==> config.mk <==
export PLATFORM = sky130hd
export DESIGN_NAME = scd_smartcard_uart
export DESIGN_NICKNAME = d
export VERILOG_FILES = /design/src/scd_pkg.sv /design/src/scd_smartcard_uart.sv /design/src/scd_card_clk.sv
export SDC_FILE = /design/constraint.sdc
export NUM_CORES = 1
export LEC_CHECK = 0
export ABC_AREA = 1
export ABC_CLOCK_PERIOD_IN_PS = 8500
export BUFFER_PORTS_ARGS = -buffer_cell sky130_fd_sc_hd__buf_2
export CAP_MARGIN = 5
export CELL_PAD_IN_SITES_DETAIL_PLACEMENT = 0
export CELL_PAD_IN_SITES_GLOBAL_PLACEMENT = 1
export CORE_AREA = 2 2 133 135
export CTS_BUF_LIST = sky130_fd_sc_hd__clkbuf_8
export DETAILED_ROUTE_END_ITERATION = 8
export DIE_AREA = 0 0 135 137
export PLACE_DENSITY = 0.95
export SYNTH_ARGS = -nofsm -noshare
export SYNTH_HDL_FRONTEND = slang
export SYNTH_SLANG_ARGS = --single-unit
==> constraint.sdc <==
create_clock -name mclk -period 8.5 [get_ports mclk]
set_clock_uncertainty 0.15 [all_clocks]
set_input_delay 1.7 -clock mclk [delete_from_list [all_inputs] [get_ports mclk]]
set_output_delay 1.7 -clock mclk [all_outputs]
set_load 0.01 [all_outputs]
==> src/scd_pkg.sv <==
package scd_pkg;

   localparam int ADDR_W = 8;

   localparam logic [7:0] OFF_BAUD_LO = 8'h04;
   localparam logic [7:0] OFF_BAUD_HI = 8'h08;
   localparam logic [7:0] OFF_DATA    = 8'h0C;
   localparam logic [7:0] OFF_INFO    = 8'h10;
   localparam logic [7:0] OFF_CFG     = 8'h14;
   localparam logic [7:0] OFF_CLK     = 8'h18;

   localparam int CFG_W        = 17;
   localparam int CFG_EN       = 0;
   localparam int CFG_PAR      = 1;
   localparam int CFG_RXERR_IE = 2;
   localparam int CFG_NACK_LEN = 4;
   localparam int CFG_RX_IE    = 5;
   localparam int CFG_TXC_IE   = 6;
   localparam int CFG_OVF_IE   = 7;
   localparam int CFG_RTY_IE   = 8;
   localparam int CFG_AUTO     = 9;
   localparam int CFG_LSB      = 11;
   localparam int CFG_RTY_LO   = 12;
   localparam int CFG_ACK_SEL  = 16;

   localparam int INF_ACK   = 0;
   localparam int INF_PAR   = 1;
   localparam int INF_RXERR = 2;
   localparam int INF_RX    = 5;
   localparam int INF_TXC   = 6;
   localparam int INF_OVF   = 7;
   localparam int INF_RTY   = 8;

   localparam int CLK_EN    = 7;
   localparam int CLK_DIV_W = 7;

   localparam logic [CFG_W-1:0] CFG_RST  = 17'h00000;
   localparam logic [7:0]       CLK_RST  = 8'h00;
   localparam logic [15:0]      BAUD_RST = 16'h0000;

   localparam logic [15:0] BAUD_TOP   = 16'hFFFF;
   localparam logic [16:0] BAUD_SPAN  = 17'h10000;
   localparam logic [3:0]  BIT_START  = 4'h0;
   localparam logic [3:0]  BIT_DLAST  = 4'h8;
   localparam logic [3:0]  BIT_PARITY = 4'h9;
   localparam logic [3:0]  BIT_ACK    = 4'hA;
   localparam logic [3:0]  BIT_ACK2   = 4'hB;
   localparam logic [3:0]  BIT_WAIT   = 4'hC;

   typedef enum logic [1:0]
   {
      ST_IDLE = 2'b00,
      ST_TX   = 2'b01,
      ST_RX   = 2'b10
   } scd_state_t;

   typedef struct packed
   {
      logic oe;
      logic out;
   } scd_line_t;

endpackage

==> src/scd_smartcard_uart.sv <==
// Our own choices: the register offsets and register access over APB.
`timescale 1ns/100ps
module scd_smartcard_uart
(
   input  wire logic                        mclk,
   input  wire logic                        rst_b,
   input  wire logic [scd_pkg::ADDR_W-1:0]  paddr,
   input  wire logic                        psel,
   input  wire logic                        penable,
   input  wire logic                        pwrite,
   input  wire logic [31:0]                 pwdata,
   output logic      [31:0]                 prdata,
   output logic                             pready,
   output logic                             pslverr,
   input  wire logic                        ioIn,
   output scd_pkg::scd_line_t               ioLine,
   output logic                             cardClk,
   output logic                             dmaTxReq,
   output logic                             irq
);
   import scd_pkg::*;

   logic [CFG_W-1:0] cfg_q;
   logic [7:0]       clkReg_q;
   logic [15:0]      bit_rate_divider_q;
   logic [15:0]      baudCnt_q;
   logic [31:0]      prdata_q;
   logic             pslverr_q;
   logic [4:0]       flags_q;
   logic             irq_q;
   logic             ackBit_q;
   logic             parBit_q;
   logic [7:0]       txData_q;
   logic             txPending_q;
   logic             retryLock_q;
   logic [3:0]       retryCnt_q;
   scd_state_t       state_q;
   scd_state_t       state_d;
   logic [3:0]       bitIdx_q;
   logic             ack1_q;
   logic             ack2_q;
   logic [7:0]       rxShift_q;
   logic [7:0]       rxData_q;
   logic             rxUnread_q;
   logic             perr_q;
   logic             nackDrv_q;
   logic             lineOe_q;

   // Bus decode
   wire setupPh   = psel & ~penable;
   wire accessPh  = psel & penable;
   wire wrAcc     = accessPh & pwrite;
   wire hitBaudLo = paddr == OFF_BAUD_LO;
   wire hitBaudHi = paddr == OFF_BAUD_HI;
   wire hitData   = paddr == OFF_DATA;
   wire hitInfo   = paddr == OFF_INFO;
   wire hitCfg    = paddr == OFF_CFG;
   wire hitClk    = paddr == OFF_CLK;
   wire mapped    = hitBaudLo | hitBaudHi | hitData | hitInfo | hitCfg | hitClk;
   wire wrBaudLo  = wrAcc & hitBaudLo;
   wire wrBaudHi  = wrAcc & hitBaudHi;
   wire wrData    = wrAcc & hitData;
   wire wrInfo    = wrAcc & hitInfo;
   wire wrCfg     = wrAcc & hitCfg;
   wire wrClk     = wrAcc & hitClk;
   wire rdData    = accessPh & ~pwrite & hitData;

   // Configuration fields
   wire       scEn      = cfg_q[CFG_EN];
   wire       parOdd    = cfg_q[CFG_PAR];
   wire       nackTwo   = cfg_q[CFG_NACK_LEN];
   wire       autoNack  = cfg_q[CFG_AUTO];
   wire       lsbFirst  = cfg_q[CFG_LSB];
   wire       ackOneBit = cfg_q[CFG_ACK_SEL];
   wire [3:0] retryLim  = cfg_q[CFG_RTY_LO +: 4];

   wire [31:0] infoWord = {23'h000000, flags_q[4], flags_q[3], flags_q[2], flags_q[1],
                           2'b00, flags_q[0], parBit_q, ackBit_q};

   wire [31:0] rdMux = ({32{hitBaudLo}} & {24'h000000, bit_rate_divider_q[7:0]})
                     | ({32{hitBaudHi}} & {24'h000000, bit_rate_divider_q[15:8]})
                     | ({32{hitData}}   & {24'h000000, rxData_q})
                     | ({32{hitInfo}}   & infoWord)
                     | ({32{hitCfg}}    & {15'h0000, cfg_q})
                     | ({32{hitClk}}    & {24'h000000, clkReg_q});

   // Bit timing: one overflow per bit, a half load for mid-bit sampling
   wire [16:0] period  = BAUD_SPAN - {1'b0, bit_rate_divider_q};
   wire [15:0] midLoad = bit_rate_divider_q + period[16:1];
   wire        tick    = baudCnt_q == BAUD_TOP;

   wire [2:0] pos  = 3'(bitIdx_q - 4'h1);
   wire [2:0] slot = lsbFirst ? pos : 3'h7 - pos;
   wire       txBit = txData_q[slot];
   wire       txPar = (^txData_q) ^ parOdd;
   wire       rxPar = (^rxShift_q) ^ parOdd;
   wire       inData = (bitIdx_q != BIT_START) && (bitIdx_q <= BIT_DLAST);

   // Transmit events
   wire txStart  = (state_q == ST_IDLE) & scEn & txPending_q & ~retryLock_q;
   wire txTick   = (state_q == ST_TX) & tick;
   wire txEnd    = txTick & (bitIdx_q == BIT_WAIT);
   wire nack     = ~ack1_q & (ackOneBit | ~ack2_q);
   wire retryOut = retryCnt_q == retryLim;
   wire txFail   = txEnd & nack & retryOut;
   wire txOk     = txEnd & ~nack;
   wire txRetry  = txEnd & nack & ~retryOut;

   // Receive events
   wire rxStart = (state_q == ST_IDLE) & scEn & ~txStart & ~ioIn & ~lineOe_q;
   wire rxTick  = (state_q == ST_RX) & tick;
   wire rxFalse = rxTick & (bitIdx_q == BIT_START) & ioIn;
   wire rxJudge = rxTick & (bitIdx_q == BIT_ACK);
   wire rxGood  = rxJudge & ~perr_q;
   wire rxBad   = rxJudge & perr_q;
   wire rxEnd   = rxTick & (bitIdx_q == BIT_WAIT);
   wire nackRel = rxTick & (((bitIdx_q == BIT_ACK2) & ~nackTwo) | (bitIdx_q == BIT_WAIT));

   wire txLow = (bitIdx_q == BIT_START) ? 1'b1 :
                inData                  ? ~txBit :
                (bitIdx_q == BIT_PARITY) ? ~txPar : 1'b0;

   wire lineOe_d = ((state_q == ST_TX) & txLow) | nackDrv_q;

   // Flag order: retry error, overflow, tx complete, rx, rx error
   wire [4:0] flagSet = {txFail, rxGood & rxUnread_q, txOk | txFail, rxGood, rxBad};
   wire [4:0] flagClr = {5{wrInfo}} & {pwdata[INF_RTY], pwdata[INF_OVF], pwdata[INF_TXC],
                                       pwdata[INF_RX], pwdata[INF_RXERR]};
   wire [4:0] flagEn  = {cfg_q[CFG_RTY_IE], cfg_q[CFG_OVF_IE], cfg_q[CFG_TXC_IE],
                         cfg_q[CFG_RX_IE], cfg_q[CFG_RXERR_IE]};

   assign pready   = 1'b1;
   assign prdata   = prdata_q;
   assign pslverr  = pslverr_q;
   assign ioLine   = '{oe: lineOe_q, out: 1'b0};
   assign irq      = irq_q;
   assign dmaTxReq = scEn & ~retryLock_q & ~txPending_q;

   // Read data is captured in the setup phase, so every access is zero-wait
   always_ff @(posedge mclk or negedge rst_b)
   begin
      if (!rst_b)
      begin
         prdata_q  <= 32'h00000000;
         pslverr_q <= 1'b0;
      end
      else if (setupPh)
      begin
         prdata_q  <= pwrite ? 32'h00000000 : rdMux;
         pslverr_q <= ~mapped;
      end
   end

   always_ff @(posedge mclk or negedge rst_b)
   begin
      if (!rst_b)
         cfg_q <= CFG_RST;
      else if (wrCfg)
         cfg_q <= pwdata[CFG_W-1:0];
   end

   always_ff @(posedge mclk or negedge rst_b)
   begin
      if (!rst_b)
         clkReg_q <= CLK_RST;
      else if (wrClk)
         clkReg_q <= pwdata[7:0];
   end

   always_ff @(posedge mclk or negedge rst_b)
   begin
      if (!rst_b)
         bit_rate_divider_q <= BAUD_RST;
      else if (wrBaudLo)
         bit_rate_divider_q[7:0] <= pwdata[7:0];
      else if (wrBaudHi)
         bit_rate_divider_q[15:8] <= pwdata[7:0];
   end

   // Set wins over a simultaneous write-one clear
   always_ff @(posedge mclk or negedge rst_b)
   begin
      if (!rst_b)
         flags_q <= 5'h00;
      else
         flags_q <= flagSet | (flags_q & ~flagClr);
   end

   always_ff @(posedge mclk or negedge rst_b)
   begin
      if (!rst_b)
         irq_q <= 1'b0;
      else
         irq_q <= |(flags_q & flagEn);
   end

   always_ff @(posedge mclk or negedge rst_b)
   begin
      if (!rst_b)
         baudCnt_q <= 16'h0000;
      else if (txStart)
         baudCnt_q <= bit_rate_divider_q;
      else if (rxStart)
         baudCnt_q <= midLoad;
      else if (tick)
         baudCnt_q <= bit_rate_divider_q;
      else
         baudCnt_q <= baudCnt_q + 16'h0001;
   end

   always_comb
   begin
      state_d = state_q;
      unique case (state_q)
         ST_IDLE:
         begin
            if (txStart)
               state_d = ST_TX;
            else if (rxStart)
               state_d = ST_RX;
         end
         ST_TX:
         begin
            if (txOk || txFail)
               state_d = ST_IDLE;
         end
         ST_RX:
         begin
            if (rxFalse || rxEnd)
               state_d = ST_IDLE;
         end
         default:
            state_d = ST_IDLE;
      endcase
      if (!scEn)
         state_d = ST_IDLE;
   end

   always_ff @(posedge mclk or negedge rst_b)
   begin
      if (!rst_b)
         state_q <= ST_IDLE;
      else
         state_q <= state_d;
   end

   always_ff @(posedge mclk or negedge rst_b)
   begin
      if (!rst_b)
         bitIdx_q <= BIT_START;
      else if (txStart || rxStart || txRetry)
         bitIdx_q <= BIT_START;
      else if (tick && state_q != ST_IDLE)
         bitIdx_q <= bitIdx_q + 4'h1;
   end

   // One write is held per character; writes while one is pending are dropped
   always_ff @(posedge mclk or negedge rst_b)
   begin
      if (!rst_b)
      begin
         txData_q    <= 8'h00;
         txPending_q <= 1'b0;
      end
      else if (!scEn)
         txPending_q <= 1'b0;
      else if (wrData && !txPending_q)
      begin
         txData_q    <= pwdata[7:0];
         txPending_q <= 1'b1;
      end
      else if (txOk || txFail)
         txPending_q <= 1'b0;
   end

   always_ff @(posedge mclk or negedge rst_b)
   begin
      if (!rst_b)
         retryCnt_q <= 4'h0;
      else if (txStart)
         retryCnt_q <= 4'h0;
      else if (txRetry)
         retryCnt_q <= retryCnt_q + 4'h1;
   end

   // Only a disable clears the lock, forcing software to reinitialise
   always_ff @(posedge mclk or negedge rst_b)
   begin
      if (!rst_b)
         retryLock_q <= 1'b0;
      else if (!scEn)
         retryLock_q <= 1'b0;
      else if (txFail)
         retryLock_q <= 1'b1;
   end

   always_ff @(posedge mclk or negedge rst_b)
   begin
      if (!rst_b)
      begin
         ack1_q <= 1'b1;
         ack2_q <= 1'b1;
      end
      else if (txTick && bitIdx_q == BIT_ACK)
         ack1_q <= ioIn;
      else if (txTick && bitIdx_q == BIT_ACK2)
         ack2_q <= ioIn;
   end

   always_ff @(posedge mclk or negedge rst_b)
   begin
      if (!rst_b)
         ackBit_q <= 1'b0;
      else if (txEnd)
         ackBit_q <= ~nack;
   end

   always_ff @(posedge mclk or negedge rst_b)
   begin
      if (!rst_b)
         parBit_q <= 1'b0;
      else if (txStart)
         parBit_q <= txPar;
      else if (rxTick && bitIdx_q == BIT_PARITY)
         parBit_q <= ioIn;
   end

   always_ff @(posedge mclk or negedge rst_b)
   begin
      if (!rst_b)
         rxShift_q <= 8'h00;
      else if (rxTick && inData)
         rxShift_q[slot] <= ioIn;
   end

   always_ff @(posedge mclk or negedge rst_b)
   begin
      if (!rst_b)
         perr_q <= 1'b0;
      else if (rxTick && bitIdx_q == BIT_PARITY)
         perr_q <= ioIn ^ rxPar;
   end

   always_ff @(posedge mclk or negedge rst_b)
   begin
      if (!rst_b)
         rxData_q <= 8'h00;
      else if (rxGood)
         rxData_q <= rxShift_q;
   end

   // A new character beats the read that would mark the old one consumed
   always_ff @(posedge mclk or negedge rst_b)
   begin
      if (!rst_b)
         rxUnread_q <= 1'b0;
      else if (rxGood)
         rxUnread_q <= 1'b1;
      else if (rdData)
         rxUnread_q <= 1'b0;
   end

   always_ff @(posedge mclk or negedge rst_b)
   begin
      if (!rst_b)
         nackDrv_q <= 1'b0;
      else if (!scEn || nackRel)
         nackDrv_q <= 1'b0;
      else if (rxBad && autoNack)
         nackDrv_q <= 1'b1;
   end

   always_ff @(posedge mclk or negedge rst_b)
   begin
      if (!rst_b)
         lineOe_q <= 1'b0;
      else
         lineOe_q <= lineOe_d;
   end

   scd_card_clk
   #(
      .DIV_W   (CLK_DIV_W)
   )
   u_cardClk
   (
      .mclk    (mclk),
      .rst_b   (rst_b),
      .enable  (clkReg_q[CLK_EN]),
      .divide  (clkReg_q[CLK_DIV_W-1:0]),
      .cardClk (cardClk)
   );

endmodule

==> src/scd_card_clk.sv <==
`timescale 1ns/100ps
module scd_card_clk
#(
   parameter int DIV_W = 7
)
(
   input  wire logic             mclk,
   input  wire logic             rst_b,
   input  wire logic             enable,
   input  wire logic [DIV_W-1:0] divide,
   output logic                  cardClk
);
   logic [DIV_W-1:0] cnt_q;
   logic             level_q;

   wire [DIV_W:0]   ratio  = {1'b0, divide} + {{DIV_W{1'b0}}, 1'b1};
   wire [DIV_W-1:0] half   = ratio[DIV_W:1];
   wire             wrap   = cnt_q >= divide;
   wire             passUp = divide == {DIV_W{1'b0}};

   // Wrap on >= so a smaller divider written mid-run cannot stall
   always_ff @(posedge mclk or negedge rst_b)
   begin
      if (!rst_b)
         cnt_q <= '0;
      else if (!enable || wrap)
         cnt_q <= '0;
      else
         cnt_q <= cnt_q + {{(DIV_W-1){1'b0}}, 1'b1};
   end

   always_ff @(posedge mclk or negedge rst_b)
   begin
      if (!rst_b)
         level_q <= 1'b0;
      else
         level_q <= enable && (cnt_q < half);
   end

   // Ratio one cannot come from a flop; the gated bus clock is passed,
   // so toggle the enable only while the divider is nonzero to avoid runts
   assign cardClk = passUp ? (enable & mclk) : level_q;

endmodule

== Word-level counts from Yosys, hierarchy flattened ==
Index checks and enable logic that the tools add are counted.

* Reduce and logical (&&, ||, !) cells: 36
* Multiplexer cells: 36
* Add/sub/neg operators: 9
* Equal/unequal tests: 19
* Magnitude comparators: 5
* Bitwise operators: 84

{| class="wikitable"
|+ Operators with widths
! cell !! count
|-
| $or 32x32->32 || 5
|-
| $and 32x8->32 || 4
|-
| $mux 16 || 3
|-
| $and 1x1->1 || 38
|-
| $and 32x17->32 || 1
|-
| $and 32x9->32 || 1
|-
| $mux 32 || 1
|-
| $eq 8x5->1 const B || 3
|-
| $not 1->1 || 18
|-
| $mux 1 || 17
|-
| $sub 17x16->17 const A || 1
|-
| $add 16x1->16 const B || 1
|-
| $add 16x16->16 || 1
|-
| $eq 16x16->1 const B || 1
|-
| $eq 4x4->1 const B || 4
|-
| $eq 8x4->1 const B || 2
|-
| $mux 4 || 4
|-
| $reduce_xor 8->1 || 2
|-
| $and 5x5->5 || 3
|-
| $reduce_bool 2->1 || 6
|-
| $logic_and 1x1->1 || 10
|-
| $mux 2 || 5
|-
| $or 1x1->1 || 9
|-
| $add 4x1->4 const B || 2
|-
| 35 further kinds || 47
|}

* Word-level logic and storage cells: 216
* Output and inout port bits: 39
* Bits in registers: 148

== Longest topological paths before layout ==
* Depth in word-level cells: 12
* Mapped depth: 23
* Mapped depth without buffers: 22

== Modules after synthesis ==
From an unflattened synthesis, not the netlist that was laid out.

* Cells, all modules: 1220
* Area total of the unflattened synthesis: 8942.3 µm²

{| class="wikitable"
|+ By module, submodules not included
! module !! instances !! cells an instance !! area each (µm²)
|-
| scd_smartcard_uart || 1 || 1106 || 8134.1
|-
| scd_card_clk || 1 || 114 || 808.3
|}

==> metrics.md <==
| Metric | Value |
|---|---|
| Ordered list of cells on the worst path | `clkbuf_8, clkbuf_8, nand2_1, o21ai_0, buf_2` |
| CTS hold repair buffers | `0` |
| Post-synthesis compound-gate area fraction | `14.84%` |
| Highest cell delay on the worst timing path | `0.14 ns` |
| Mux contribution to synthesized area | `2.312%` |
| Post-route ant nets | `0` |
| Fill cells | `1627` |
| Cell count after synthesis | `1056` |
| Sum of overflow across all layers after global routing | `0` |
| Post-synthesis xor/xnor area fraction | `5.953%` |
| Number of antenna violations at the first check in global routing | `0` |
| Data required time at the worst endpoint | `6.65 ns` |
| Area grow syn2layout | `8.921%` |
| Proportion of synthesized flip-flops having asynchronous set or reset | `100.0%` |
| Max-cap violations | `0` |
| Placer Congestion | `0.9450` |
| Clock tree from TritonCTS | `built` |
| Fin. Hold Viols | `0` |
| Post-placement cell area | `0.008762 mm2` |
| Via-to-Cell Ratio | `5.475` |
| Final HPWL DP | `16.37 mm` |
| Unrepaired setup endpoints after global routing | `false` |
| Number of synthesized register bits | `133` |
| Multi-input combinational cell area | `0.004394 mm2` |
| Count of inserted antenna diode cells | `0` |
| Post-placement worst setup slack | `2.167 ns` |
| Drt first-iter violations | `770` |
| Most used DFF post-synth | `dfrtp_1` |
| Via count of the first global-routing pass | `6657` |
| IR Drop Worst-Case VDD | `0.1015 mV` |
| Dominant combinational cell family by area after synthesis | `simple AND/OR/NAND/NOR gates` |
| Total iterations of the first detailed-routing run | `9` |
| Final design instance area without fill | `0.009135 mm2` |
| Routed length per placed instance | `16.26 um` |
| PostCTS Resize Cnt | `0` |
| Power density over the cells | `151.6 mW/mm2` |
| WS Path Type | `clock port to output pin` |
| Rows | `48` |
| Worst setup slack after layout | `1.919 ns` |
| Vert. Die Dim | `137 um` |
| Leakage Power | `4.447 nW` |
| Overall power of the completed layout | `1.385 mW` |
| Area of the core | `0.01706 mm2` |
| Count of final setup violators | `0` |
| Arithmetic-cell share of the synthesized area counting full adders, half adders and majority gates | `5.669%` |
| Port buffer count | `52` |
| Number of top-level design ports | `85` |
| Post-layout nets | `1190` |
| Basic-gate share of the synthesized area counting and, or, nand and nor cells | `22.86%` |
| WP data arrival | `4.73 ns` |
| Clk Latency, worst-skew pair | `0.55 ns` |
| Share of synthesized area occupied by flip-flops and latches | `39.71%` |
| Total track usage | `24.25%` |
| Ratio of cells with drive above 1 in the final layout | `11.38%` |
| Post-layout instance count excluding filler cells | `1341` |
| Synthesized area per cell | `7.942 um2` |
| Remaining routing DRC violations | `0` |
| Most common cell after layout, fill and taps aside | `nand2_1` |
| Maximum fanout encountered on the critical timing path | `2` |
| Synth warnings | `0` |
| Clk pin slew, worst setup/hold paths | `0.09 ns` |
| Worst min-delay path class | `flip-flop to flip-flop` |
| Worst slew margin relative to its limit | `30.96%` |
| Post-CTS repair timing setup buffer count | `0` |
| Transition time at the pin with the least slew margin | `1.036 ns` |
| Via count | `7342` |
| CP startpoint kind | `clock port` |
| Initial standard-cell utilization of the core | `49.17%` |
| Setup TNS | `0 ns` |
| Storage element area | `0.003331 mm2` |
| Global-route wire length before repair | `34.71 mm` |
| Maximum number of pins on one net before global-route repair | `82` |
| Top library cells by usage in the layout, fill and taps aside | `nand2_1, dfrtp_1, inv_1` |
| Standard cell with the maximum stage delay on the critical path | `buf_2` |
| Final count of pins violating max slew | `0` |
| Number of library cell types mapped by synthesis | `56` |
| Summed instance area of the synthesized netlist | `0.008387 mm2` |
| Horizontal extent of the die | `135 um` |
| Die footprint | `0.01850 mm2` |
| Most numerous cell on the critical path | `clkbuf_8` |
| Total detailed-routing wirelength | `21.81 mm` |
| Number of enable flip-flop cells after synthesis | `0` |
| Kind of capture point of the worst setup path | `output pin` |
| Result of the run | `completed` |
| Number of instances in the placed design | `1309` |
[layer usage]
layer | up-vias | share of wire [%] | GRT usage (%)
met5 | - | 0 | 0
met4 | 0 | 2.2 | 8.218
met3 | 42 | 6.3 | 3.667
met2 | 255 | 44 | 36.44
met1 | 3458 | 48 | 35.81
li1 | 3587 | - | -
[final timing paths]
| check | from | endpoint | slack, ns | cells after the start |
|---|---|---|---|---|
| worst max-delay path | mclk | cardClk | 1.92 | 5 |
| max in group asynchronous | rst_b | bit_rate_divider_q[3] | 5.86 | 2 |
| worst max register to register | bit_rate_divider_q[1] | baudCnt_q[14] | 4.85 | 20 |
| worst min register to register | prdata[0] | prdata[0] | 0.34 | 2 |
| min in group asynchronous | rst_b | prdata[10] | 0.93 | 1 |
| worst min-delay path | prdata[0] | prdata[0] | 0.34 | 2 |
[flip-flops by register name (all words and copies together), names as in the netlist, 2 cells and up]
| register | cells |
|---|---|
| flags_q | 5 |
| bit_rate_divider_q | 16 |
| baudCnt_q | 16 |
| retryCnt_q | 4 |
| prdata | 17 |
| txData_q | 8 |
| state_q | 2 |
| cfg_q | 17 |
| rxShift_q | 8 |
| clkReg_q | 8 |
| rxData_q | 8 |
| bitIdx_q | 4 |
| u_cardClk.cnt_q | 7 |
[critical path: cells and delay by family]
family | cells | cell delay, ns
buffers and inverters | 3 | 0.37
AND/OR/NAND/NOR | 1 | 0.05
AO/OA/AOI/OAI | 1 | 0.07
[synth_stat cells, drive strengths merged (8+ instances only)]
cell type	n	area (um2)
buf	26	187.7
nor3	24	141.4
mux2	14	183.9
nand4	14	87.58
a32o	8	80.08
o211ai	8	60.06
nand2	233	889.6
o21ai	109	545.5
inv	123	461.7
clkbuf	15	56.30
nor2	75	331.6
nand3	60	317.8
xor2	38	332.8
a21oi	48	240.2
o22ai	11	68.82
dfrtp	131	3278
xnor2	19	166.4
nand3b	9	67.56
ha	38	475.5
[report_power, final]
group	internal (mW)	switching, mW	leakage (nW)
registers	0.658	0.0286	1.73
logic	0.0770	0.127	2.53
clock network	0.235	0.259	0.189
[cell type report]
class / count / area share (%)
Multi-Input combinational cell: 771 / 48.10
Sequential cell: 133 / 36.46
Inverter: 126 / 5.191
Clock buffer: 22 / 3.219
Tap cell: 225 / 3.082
Timing Repair Buffer: 53 / 3.027
Clock inverter: 11 / 0.9177
[per-stage QoR]
step                hold slack [ns]  utilization [%]
CTS                          0.3376            53.56
floorplan                    0.2785                -
finish                       0.3358            53.56
global placement             0.3024            51.37
detailed placement           0.3107            51.37
global route                 0.3520            53.56
[cells by family (layout without fill, tap and decap cells)]
group,count (synthesis),after routing
adder cells (fa/ha/maj),38,38
buffers and inverters,167,212
AO/OA/AOI/OAI,217,217
other,2,17
XOR/XNOR,57,57
flip-flops,133,133
multiplexers,15,15
AND/OR/NAND/NOR,427,427
No activity file was read; power rests on OpenSTA's default activity.
